### src/hdl/dft_regs.vh
/*
  Register offsets, field positions, reset values and masks for the DMA FIFO
  test and status register bank.
  Assumes inclusion by bare name from the design files of this block only.
*/
`ifndef DFT_REGS_VH
`define DFT_REGS_VH

// ----------------------------------------------------------------------------
// Register offsets on the byte-wide internal register port
// ----------------------------------------------------------------------------
`define DFT_OFF_ARB_PRIORITY 8'h18
`define DFT_OFF_FIFO_LANE_FLAGS 8'h19
`define DFT_OFF_DMA_SIGNAL_STATUS 8'h1A
`define DFT_OFF_FIFO_CONTROL_REVISION 8'h1B
`define DFT_OFF_RETURN_POINTER 8'h1C
`define DFT_OFF_BYTE_OFFSET_LOW 8'h20

// ----------------------------------------------------------------------------
// Field positions
// ----------------------------------------------------------------------------
`define DFT_ARB_PRIORITY_MSB 2
`define DFT_BIT_DIRECTION 7
`define DFT_BIT_SIGNAL_PROCESS 6
`define DFT_BIT_IO_SPACE 5
`define DFT_BIT_MEM_SPACE 4
`define DFT_BIT_SCRATCH_MODE 3
`define DFT_BIT_TRUE_EOP 2
`define DFT_BIT_DATA_REQUEST 1
`define DFT_BIT_DATA_ACK 0
`define DFT_BIT_FLUSH 3
`define DFT_BIT_CLEAR 2
`define DFT_BIT_FETCH_MODE 1
`define DFT_BIT_WRITE_INVALIDATE 0

// ----------------------------------------------------------------------------
// Reset values and residual masks
// ----------------------------------------------------------------------------
`define DFT_RST_ARB_PRIORITY 3'h0
`define DFT_RST_LANE_FLAGS 8'hF0
`define DFT_RST_SIGNAL_STATUS 8'h01
`define DFT_RST_BYTE_OFFSET 10'h000
`define DFT_MASK_SMALL_FIFO 10'h07F
`define DFT_MASK_LARGE_FIFO 10'h3FF

`endif

### src/hdl/dft_byte_counter.v
/*
  Byte offset counter between the SCSI core and the DMA core, with the
  residual byte count left in the DMA FIFO.
  Assumes step inputs and the host byte counter come from logic on ref_clk.
*/
`timescale 1ns/1ps
`include "dft_regs.vh"

module dft_byte_counter (
  input wire ref_clk,
  input wire rstn,
  input wire soft_reset,
  input wire low_wr,
  input wire [7:0] low_wdata,
  input wire high_wr,
  input wire [1:0] high_wdata,
  input wire step_valid,
  input wire [3:0] step_bytes,
  input wire [9:0] host_byte_counter,
  input wire fifo_size_select,
  output reg [9:0] count,
  output reg [9:0] residual
);

  wire [9:0] next_count;
  wire [9:0] mask;

  // Advance by bytes moved; software writes win over a step
  // Count moves only on core transfer steps and software writes, so it is stable once both stop
  assign next_count = low_wr ? {count[9:8], low_wdata} :
                      high_wr ? {high_wdata, count[7:0]} :
                      step_valid ? count + {6'h00, step_bytes} : count;

  // Seven-bit mask for the small FIFO, ten-bit for the large one
  assign mask = fifo_size_select ? `DFT_MASK_LARGE_FIFO : `DFT_MASK_SMALL_FIFO;

  // Counter and residual registers
  always @(posedge ref_clk or negedge rstn) begin
    if (!rstn) begin
      count <= `DFT_RST_BYTE_OFFSET;
      residual <= `DFT_RST_BYTE_OFFSET;
    end else if (soft_reset) begin
      count <= `DFT_RST_BYTE_OFFSET;
      residual <= `DFT_RST_BYTE_OFFSET;
    end else begin
      count <= next_count;
      // Residual is offset minus host count, masked
      residual <= (count - host_byte_counter) & mask;
    end
  end

endmodule // dft_byte_counter

### src/hdl/dft_return_pointer.v
/*
  Return pointer register: byte writable, captured on call, handed to the
  instruction pointer on return, frozen during memory-to-memory moves.
  Assumes call and return strobes are one-cycle pulses on ref_clk.
*/
`timescale 1ns/1ps

module dft_return_pointer (
  input wire ref_clk,
  input wire rstn,
  input wire [3:0] byte_wr,
  input wire [7:0] wdata,
  input wire call_exec,
  input wire [31:0] call_return_addr,
  input wire return_exec,
  input wire mem_move_active,
  output reg [31:0] pointer,
  output reg ret_load,
  output reg [31:0] ret_value
);

  genvar i;

  // Per-byte update; the move freezes both call capture and writes
  generate
    for (i = 0; i < 4; i = i + 1) begin : g_byte
      // Power-up value is undefined, so a zero reset is a safe choice
      always @(posedge ref_clk or negedge rstn) begin
        if (!rstn) begin
          pointer[i*8+7:i*8] <= 8'h00;
        end else if (mem_move_active) begin
          pointer[i*8+7:i*8] <= pointer[i*8+7:i*8];
        end else if (call_exec) begin
          pointer[i*8+7:i*8] <= call_return_addr[i*8+7:i*8];
        end else if (byte_wr[i]) begin
          pointer[i*8+7:i*8] <= wdata;
        end
      end
    end
  endgenerate

  // Return loads the held pointer into the instruction pointer
  always @(posedge ref_clk or negedge rstn) begin
    if (!rstn) begin
      ret_load <= 1'b0;
      ret_value <= 32'h00000000;
    end else begin
      ret_load <= return_exec;
      if (return_exec) begin
        ret_value <= pointer;
      end
    end
  end

endmodule // dft_return_pointer

### src/hdl/dft_status_regs.v
/*
  DMA FIFO test, status and control register bank of one SCSI function.
  Holds arbitration priority, FIFO lane flags, handshake mirrors, FIFO
  flush and clear control, fetch pin mode, write-and-invalidate use, the
  return pointer and the core-to-core byte offset counter.
  Assumes a byte-wide internal register port and that every status input
  comes from logic on ref_clk, so none of them is synchronised here.
*/
// Behaviour
// - Three-bit arbiter priority in lowest bits, zero lowest, seven highest, resets zero.
// - Four read-only lane-empty bits; all set means empty; all set after reset.
// - Four read-only lane-full bits; all set means full; clear after reset.
// - Direction bit reads one for SCSI-to-host, zero for host-to-SCSI.
// - Copy of signal-process flag at bit 6; reading register clears original.
// - Two read-only bits show I/O space and memory space enables.
// - Scratch mode makes scratch B show RAM base, scratch A register base.
// - Bits mirror true-end-of-process and data-request, one when active.
// - Data-acknowledge bit reads one while active-low acknowledge inactive; one after reset.
// - Upper nibble of fourth register shows revision, equal to PCI revision low nibble.
// - Flush bit moves FIFO data to memory from next-address pointer, per direction.
// - Clear bit resets FIFO pointers, then self-clears; bottom word stays.
// - Fetch mode: fetch output only during opcode; else every fetch cycle.
// - Write-and-invalidate only when local and configuration enables both set.
// - Return pointer captures call return address; return loads instruction pointer.
// - Return pointer unchanged across memory-to-memory moves; power-up undefined.
// - Ten-bit byte offset counter counts core-to-core bytes; resets zero.
// - Counter may change during transfers, stable once transfer stopped.
// - FIFO residual is offset minus host count, masked 7Fh or 3FFh.
// - Host may write signal-process flag anytime; observed and cleared via copy.
// - Asserted DMA write signal means SCSI-to-host data flow.
// - FIFO-size select gives 88 or 536 byte depth; resets clear.
`timescale 1ns/1ps
`include "dft_regs.vh"

module dft_status_regs (
  input wire ref_clk,
  input wire rstn,
  input wire soft_reset,
  input wire [7:0] reg_addr,
  input wire reg_wr,
  input wire reg_rd,
  input wire [7:0] reg_wdata,
  output reg [7:0] reg_rdata,
  input wire [3:0] lane_empty_flags,
  input wire [3:0] lane_full_flags,
  input wire dma_write_direction,
  input wire signal_process_flag,
  input wire io_space_enabled,
  input wire memory_space_enabled,
  input wire true_end_of_process,
  input wire data_request_status,
  input wire data_ack_n,
  input wire [7:0] pci_revision_id,
  input wire [31:0] ram_base_address,
  input wire [31:0] op_reg_base_address,
  input wire [31:0] scratch_a_value,
  input wire [31:0] scratch_b_value,
  input wire fifo_clear_done,
  input wire fetch_cycle,
  input wire opcode_phase,
  input wire pci_mwi_enable,
  input wire mwi_legal,
  input wire call_exec,
  input wire [31:0] call_return_addr,
  input wire return_exec,
  input wire mem_move_active,
  input wire offset_high_wr,
  input wire [1:0] offset_high_wdata,
  input wire core_xfer_valid,
  input wire [3:0] core_xfer_bytes,
  input wire [9:0] host_byte_counter,
  input wire fifo_size_select,
  output reg [2:0] arb_priority_field,
  output reg signal_process_clear,
  output reg scratch_base_mode,
  output reg [31:0] scratch_reg_a,
  output reg [31:0] scratch_reg_b,
  output reg fifo_flush,
  output reg flush_to_host,
  output reg fifo_clear,
  output reg fetch_n,
  output reg use_write_invalidate,
  output reg [31:0] return_pointer,
  output reg return_load,
  output reg [31:0] return_ip_value,
  output reg [9:0] fifo_byte_offset_counter,
  output reg [9:0] fifo_residual
);

  // --------------------------------------------------------------------------
  // Clear sequencer states
  // --------------------------------------------------------------------------
  localparam CLR_IDLE = 2'b01;
  localparam CLR_BUSY = 2'b10;

  // --------------------------------------------------------------------------
  // Address decode
  // --------------------------------------------------------------------------
  // Decode shared by the write and read paths
  function hit;
    input [7:0] addr;
    input [7:0] offset;
    begin
      hit = (addr == offset);
    end
  endfunction

  reg [7:0] lane_flags;
  reg [7:0] signal_status;
  reg fetch_pin_mode;
  reg write_invalidate_enable;
  reg [1:0] clr_state;
  reg [1:0] next_clr_state;
  reg [7:0] next_rdata;
  reg [3:0] rp_byte_wr;
  wire [31:0] rp_pointer;
  wire rp_load;
  wire [31:0] rp_value;
  wire [9:0] boc_count;
  wire [9:0] boc_residual;
  wire wr_ctrl;
  wire rd_status;
  wire [3:0] revision_level;

  assign wr_ctrl = reg_wr & hit(reg_addr, `DFT_OFF_FIFO_CONTROL_REVISION);
  assign rd_status = reg_rd & hit(reg_addr, `DFT_OFF_DMA_SIGNAL_STATUS);
  // Revision nibble tracks the PCI revision identifier low nibble
  assign revision_level = pci_revision_id[3:0];

  // Byte strobes into the return pointer, little-endian within the word
  always @* begin
    rp_byte_wr = 4'h0;
    if (reg_wr && (reg_addr & 8'hFC) == `DFT_OFF_RETURN_POINTER) begin
      rp_byte_wr[reg_addr[1:0]] = 1'b1;
    end
  end

  // --------------------------------------------------------------------------
  // Status mirrors
  // --------------------------------------------------------------------------
  // Mirrors are flopped so reset shows documented defaults before the FIFO
  // logic settles; the cost is one cycle of lag on every status bit.
  always @(posedge ref_clk or negedge rstn) begin
    if (!rstn) begin
      lane_flags <= `DFT_RST_LANE_FLAGS;
      signal_status <= `DFT_RST_SIGNAL_STATUS;
    end else if (soft_reset) begin
      lane_flags <= `DFT_RST_LANE_FLAGS;
      signal_status <= `DFT_RST_SIGNAL_STATUS;
    end else begin
      // Empty lanes in the high nibble, full lanes in the low
      lane_flags <= {lane_empty_flags, lane_full_flags};
      // Direction follows the DMA write signal
      signal_status[`DFT_BIT_DIRECTION] <= dma_write_direction;
      // Copy of the host-writable signal-process flag
      signal_status[`DFT_BIT_SIGNAL_PROCESS] <= signal_process_flag;
      signal_status[`DFT_BIT_IO_SPACE] <= io_space_enabled;
      signal_status[`DFT_BIT_MEM_SPACE] <= memory_space_enabled;
      signal_status[`DFT_BIT_SCRATCH_MODE] <= 1'b0;
      signal_status[`DFT_BIT_TRUE_EOP] <= true_end_of_process;
      signal_status[`DFT_BIT_DATA_REQUEST] <= data_request_status;
      // Active-low acknowledge shown as is, so inactive reads one
      signal_status[`DFT_BIT_DATA_ACK] <= data_ack_n;
    end
  end

  // --------------------------------------------------------------------------
  // Writable control fields
  // --------------------------------------------------------------------------
  always @(posedge ref_clk or negedge rstn) begin
    if (!rstn) begin
      arb_priority_field <= `DFT_RST_ARB_PRIORITY;
      scratch_base_mode <= 1'b0;
      fifo_flush <= 1'b0;
      fetch_pin_mode <= 1'b0;
      write_invalidate_enable <= 1'b0;
    end else if (soft_reset) begin
      arb_priority_field <= `DFT_RST_ARB_PRIORITY;
      scratch_base_mode <= 1'b0;
      fifo_flush <= 1'b0;
      fetch_pin_mode <= 1'b0;
      write_invalidate_enable <= 1'b0;
    end else begin
      // Priority field in the low three bits, upper bits ignored
      if (reg_wr && hit(reg_addr, `DFT_OFF_ARB_PRIORITY)) begin
        arb_priority_field <= reg_wdata[`DFT_ARB_PRIORITY_MSB:0];
      end
      // Only the scratch-mode bit takes a write here
      if (reg_wr && hit(reg_addr, `DFT_OFF_DMA_SIGNAL_STATUS)) begin
        scratch_base_mode <= reg_wdata[`DFT_BIT_SCRATCH_MODE];
      end
      // Flush holds until software writes it back to zero
      if (wr_ctrl) begin
        fifo_flush <= reg_wdata[`DFT_BIT_FLUSH];
        fetch_pin_mode <= reg_wdata[`DFT_BIT_FETCH_MODE];
        write_invalidate_enable <= reg_wdata[`DFT_BIT_WRITE_INVALIDATE];
      end
    end
  end

  // --------------------------------------------------------------------------
  // FIFO clear sequencer
  // --------------------------------------------------------------------------
  // Clear stays set until the FIFO reports its pointers are cleared
  always @* begin
    next_clr_state = clr_state;
    case (clr_state)
      CLR_IDLE: begin
        if (wr_ctrl && reg_wdata[`DFT_BIT_CLEAR]) begin
          next_clr_state = CLR_BUSY;
        end
      end
      CLR_BUSY: begin
        if (fifo_clear_done) begin
          next_clr_state = CLR_IDLE;
        end
      end
      default: begin
        next_clr_state = CLR_IDLE;
      end
    endcase
  end

  // Sequencer state and the clear request it drives
  always @(posedge ref_clk or negedge rstn) begin
    if (!rstn) begin
      clr_state <= CLR_IDLE;
      fifo_clear <= 1'b0;
    end else if (soft_reset) begin
      clr_state <= CLR_IDLE;
      fifo_clear <= 1'b0;
    end else begin
      clr_state <= next_clr_state;
      // Self-clears; bottom data word is not touched from here
      fifo_clear <= (next_clr_state == CLR_BUSY);
    end
  end

  // --------------------------------------------------------------------------
  // Derived outputs
  // --------------------------------------------------------------------------
  always @(posedge ref_clk or negedge rstn) begin
    if (!rstn) begin
      fetch_n <= 1'b1;
      use_write_invalidate <= 1'b0;
      flush_to_host <= 1'b0;
      signal_process_clear <= 1'b0;
      scratch_reg_a <= 32'h00000000;
      scratch_reg_b <= 32'h00000000;
    end else begin
      // Opcode-only fetch strobe in fetch mode, whole fetch otherwise
      if (fetch_pin_mode) begin
        fetch_n <= ~(fetch_cycle & opcode_phase);
      end else begin
        fetch_n <= ~fetch_cycle;
      end
      // Both enables and a legal point are needed
      use_write_invalidate <= write_invalidate_enable & pci_mwi_enable & mwi_legal;
      // Flush direction comes from the DMA write signal; the flush
      // engine starts from the next-address pointer it already owns
      flush_to_host <= dma_write_direction;
      // Reading the status register clears the original flag
      signal_process_clear <= rd_status;
      // Scratch views switch to the base addresses in scratch mode
      if (scratch_base_mode) begin
        scratch_reg_a <= op_reg_base_address;
        scratch_reg_b <= ram_base_address;
      end else begin
        scratch_reg_a <= scratch_a_value;
        scratch_reg_b <= scratch_b_value;
      end
    end
  end

  // --------------------------------------------------------------------------
  // Return pointer and byte offset counter
  // --------------------------------------------------------------------------
  // Writes during script execution are not guarded here; software keeps off
  dft_return_pointer u_return_pointer (
    .ref_clk(ref_clk),
    .rstn(rstn),
    .byte_wr(rp_byte_wr),
    .wdata(reg_wdata),
    .call_exec(call_exec),
    .call_return_addr(call_return_addr),
    .return_exec(return_exec),
    .mem_move_active(mem_move_active),
    .pointer(rp_pointer),
    .ret_load(rp_load),
    .ret_value(rp_value)
  );

  dft_byte_counter u_byte_counter (
    .ref_clk(ref_clk),
    .rstn(rstn),
    .soft_reset(soft_reset),
    .low_wr(reg_wr & hit(reg_addr, `DFT_OFF_BYTE_OFFSET_LOW)),
    .low_wdata(reg_wdata),
    .high_wr(offset_high_wr),
    .high_wdata(offset_high_wdata),
    .step_valid(core_xfer_valid),
    .step_bytes(core_xfer_bytes),
    .host_byte_counter(host_byte_counter),
    .fifo_size_select(fifo_size_select),
    .count(boc_count),
    .residual(boc_residual)
  );

  // Re-flop the submodule results so every top output leaves a local flop
  always @(posedge ref_clk or negedge rstn) begin
    if (!rstn) begin
      return_pointer <= 32'h00000000;
      return_load <= 1'b0;
      return_ip_value <= 32'h00000000;
      fifo_byte_offset_counter <= `DFT_RST_BYTE_OFFSET;
      fifo_residual <= `DFT_RST_BYTE_OFFSET;
    end else begin
      return_pointer <= rp_pointer;
      // Return hands the pointer to the instruction pointer
      return_load <= rp_load;
      return_ip_value <= rp_value;
      // Counter and residual for the selected FIFO size
      fifo_byte_offset_counter <= boc_count;
      fifo_residual <= boc_residual;
    end
  end

  // --------------------------------------------------------------------------
  // Read path
  // --------------------------------------------------------------------------
  // Unmapped offsets read zero; reserved priority bits read zero too
  always @* begin
    next_rdata = 8'h00;
    case (reg_addr)
      `DFT_OFF_ARB_PRIORITY: next_rdata = {5'h00, arb_priority_field};
      `DFT_OFF_FIFO_LANE_FLAGS: next_rdata = lane_flags;
      `DFT_OFF_DMA_SIGNAL_STATUS: next_rdata = signal_status | {4'h0, scratch_base_mode, 3'h0};
      `DFT_OFF_FIFO_CONTROL_REVISION: next_rdata = {revision_level, fifo_flush, fifo_clear,
                                                    fetch_pin_mode, write_invalidate_enable};
      8'h1C: next_rdata = rp_pointer[7:0];
      8'h1D: next_rdata = rp_pointer[15:8];
      8'h1E: next_rdata = rp_pointer[23:16];
      8'h1F: next_rdata = rp_pointer[31:24];
      `DFT_OFF_BYTE_OFFSET_LOW: next_rdata = boc_count[7:0];
      default: next_rdata = 8'h00;
    endcase
  end

  // Read data lands one cycle after the read strobe and then holds
  always @(posedge ref_clk or negedge rstn) begin
    if (!rstn) begin
      reg_rdata <= 8'h00;
    end else if (reg_rd) begin
      reg_rdata <= next_rdata;
    end
  end

endmodule // dft_status_regs

### config.mk
export PLATFORM = sky130hd
export DESIGN_NAME = dft_status_regs
export DESIGN_NICKNAME = d
export VERILOG_FILES = /design/src/hdl/dft_byte_counter.v /design/src/hdl/dft_return_pointer.v /design/src/hdl/dft_status_regs.v
export VERILOG_INCLUDE_DIRS = /design/src /design/src/hdl
export SDC_FILE = /design/constraint.sdc
export NUM_CORES = 1
export LEC_CHECK = 0
export ABC_AREA = 1
export ABC_CLOCK_PERIOD_IN_PS = 2700
export BUFFER_PORTS_ARGS = -buffer_cell sky130_fd_sc_hd__buf_2
export CORE_AREA = 4 4 154 156
export CTS_CLUSTER_SIZE = 25
export DETAILED_ROUTE_END_ITERATION = 10
export DIE_AREA = 0 0 158 160
export PLACE_DENSITY = 0.85
export SETUP_SLACK_MARGIN = 0.1
export SKIP_CTS_REPAIR_TIMING = 1
export SYNTH_ARGS = -nofsm -noshare
export SYNTH_HDL_FRONTEND = slang
export SYNTH_HIERARCHICAL = 1
export SYNTH_SLANG_ARGS = --single-unit
### constraint.sdc
create_clock -name ref_clk -period 2.7 [get_ports ref_clk]
set_clock_uncertainty 0.1 [all_clocks]
set_input_delay 0.27 -clock ref_clk [delete_from_list [all_inputs] [get_ports ref_clk]]
set_output_delay 0.27 -clock ref_clk [all_outputs]
set_load 0.05 [all_outputs]
==> flow_summary.toml <==
[outcome]
outcome = "complete, but fails checks"
violations = "negative hold slack"

[synth]
synth_area_leader_cell = "dfrtp_1"
ys_ff_latch = 271
mappedNetlistArea_mm2 = 0.0112
yosys_warnings = 6
synth-edff-count = 0
syn_nets = 1520
synth_simple_gate_area_share = 0.274
synth.area.top_cells = "dfrtp_1, nand2_1, inv_1, nand3_1, o21ai_0"
synthXorXnorAreaFrac = 0.00234
synth_adder_area_share = 0.0203
synth_cell_type_count = 39
seq_area_frac_synth = 0.604
synth_compound_gate_area_share = 0.0392
synth_cells = 1272
synth_top_area_share = 0.588
synth_top_family_by_area = "simple AND/OR/NAND/NOR gates"
async_flop_share = 1.00
synth_mux_area_frac = 0
avgSynthCellArea_um2 = 8.83
ys_dominant_reg_cell = "dfrtp_1"

[clocking]
cts.sinks = 271
cts-root-buf = "clkbuf_16"
h-tree-depth = 1
cts_inserted_buffers = 27
clk_latency_ns = 0.53
cts_tree = "done"
path_clk_slew_ns = 0.06
cts_buffer_depth = 3

[finish]
areaGrowthSynthToFinish_pct = 43.9
final_util = 0.723
final_common_cell = "nand2_1"
nets = 2087
layout_common_cells = "nand2_1, buf_2, dfrtp_1, dlygate4sd3_1, inv_1"
layout-drive-gt1-share = 0.267

[min_path]
hold_path.class = "input pin to flop"

[floorplan]
core_mm2 = 0.0224
dieWidth_um = 158
die_h_um = 160
ios = 398
rows = 55
dieArea_mm2 = 0.0253
start_util = 0.502

[power_and_ir_drop]
vdd_drop_max_mv = 0.396
power_mw = 10.9
p_per_area_mw_per_mm2 = 677
power_leakage_nw = 9.03

[critical_path]
end_kind = "flop"
critPathMaxFanout = 36
worst-setup-path-type = "flop to flop"
crit_required_ns = 3.07
cp-start-kind = "flop"
critPathArrivalTime_ns = 2.45

[sta]
tns_ns = 0
hold_violations = 19
tightest_slew_ns = 0.949
timing.final.crit_period_ns = 2.09
rsz0062_at_grt = "no"
max_freq_mhz = 479
holdWs_ns = -0.0360
finalSetupViolations = 0
fin_crit_sh = 0.773
drv_slew = 0
relSlewSlack = 0.367

[global_route]
globalRouteOverflowTotal = 0
antenna_found_initial = 7
grt_pass1_vias = 10050
grt_usage = 0.274
grt_max_degree = 73
grt_pass1_wl_um = 54300

[place]
gp_congestion = 0.981
portBuffers = 393
dp_hpwl_um = 27000

[detailed_routing]
drtAntennaViolNets = 0
drc = 0
vias = 11216
initialDrtViolationCount = 1125
drtPass1Iterations = 8
wl_per_cell_um = 18.8
viasPerCell = 5.22
drt-total-wl_um = 40400

[flow_run]
maxCapViolations = 0
-- registers in the layout, summed over array words and instances, names as in the netlist, 32 cells and up --
| signal | flops |
|---|---|
| return_ip_value | 32 |
| return_pointer | 32 |
| scratch_reg_a | 32 |
| scratch_reg_b | 32 |
| u_return_pointer/pointer | 32 |
| u_return_pointer/ret_value | 32 |
-- critical path: stages (launching register included) --
cell and delay (ns):
dfrtp_2 0.43, inv_2 0.21, buf_4 0.40, nand2_1 0.17, nand2_1 0.14, dlygate4sd3_1 0.57
-- cell families (layout without fill, tap and decap cells) --
| logic type | after synthesis | after routing |
|---|---|---|
| buf+inv | 153 | 740 |
| flops | 271 | 271 |
| xor+xnor | 3 | 3 |
| compound gates | 79 | 79 |
| simple gates | 749 | 749 |
| other cells | 0 | 6 |
| fa+ha+maj | 17 | 17 |
-- power breakdown --
| part | internal, mW | switching (mW) |
|---|---|---|
| clock network | 2.60 | 1.59 |
| registers | 4.45 | 0.235 |
| logic | 0.615 | 1.46 |
-- synth_stat cells, types with 2 or more instances --
library cell,n
ha_1,15
fa_1,2
buf_2,8
dfstp_2,7
a21oi_1,13
buf_12,3
nor2_4,7
clkbuf_1,12
o21ai_0,54
nor2_2,7
xor2_1,2
o21ai_2,4
o22ai_2,2
nor2_1,68
nand2_1,557
nand3_1,84
o21bai_1,2
nor4_1,3
nor3_1,3
dfrtp_1,264
inv_1,112
buf_1,7
or2_2,5
nand2_4,3
inv_2,3
nand4_1,8
buf_6,5
-- area by class of cell --
class	count	area [µm²]
Tap cell	285	357
Fill cell	1539	6200
Clock inverter	12	218
Inverter	117	442
Multi-Input combinational cell	848	3770
Clock buffer	37	783
Timing Repair Buffer	574	3790
Sequential cell	271	6790
Antenna cell	6	15.0
-- layer usage --
metal  GRT usage  wire (µm)  up-vias
met5           0         26        -
met4      0.0814       1680        4
met3      0.0810       4170      164
met2       0.438      19500      700
met1       0.364      15100     5281
li1            -          -     5067
-- worst paths after layout --
kind | from | to | slack [ns] | cells past startpoint
max | scratch_base_mode | scratch_reg_b[0] | 0.61 | 5
min | call_return_addr[27] | u_return_pointer/pointer[27] | -0.04 | 5
max reg2reg | scratch_base_mode | scratch_reg_b[0] | 0.61 | 5
min reg2reg | u_byte_counter/residual[7] | fifo_residual[7] | 0.25 | 0
max in group asynchronous | rstn | u_return_pointer/pointer[29] | 1.50 | 3
min in group asynchronous | rstn | u_return_pointer/ret_value[19] | 0.19 | 2
-- through the flow --
| stage | cells | worst slack (ns) | instance area, µm² |
|---|---|---|---|
| 4_1_cts | 1976 | 0.660 | 14500 |
| 6_report | 2150 | 0.612 | 16200 |
| 5_1_grt | 2148 | 0.524 | 16200 |
| 3_5_place_dp | 1927 | 0.469 | 13500 |
| 2_1_floorplan | 1272 | 0.952 | 11200 |
| 3_3_place_gp | 1927 | 0.533 | 13500 |
No activity file was read; power rests on OpenSTA's default activity.
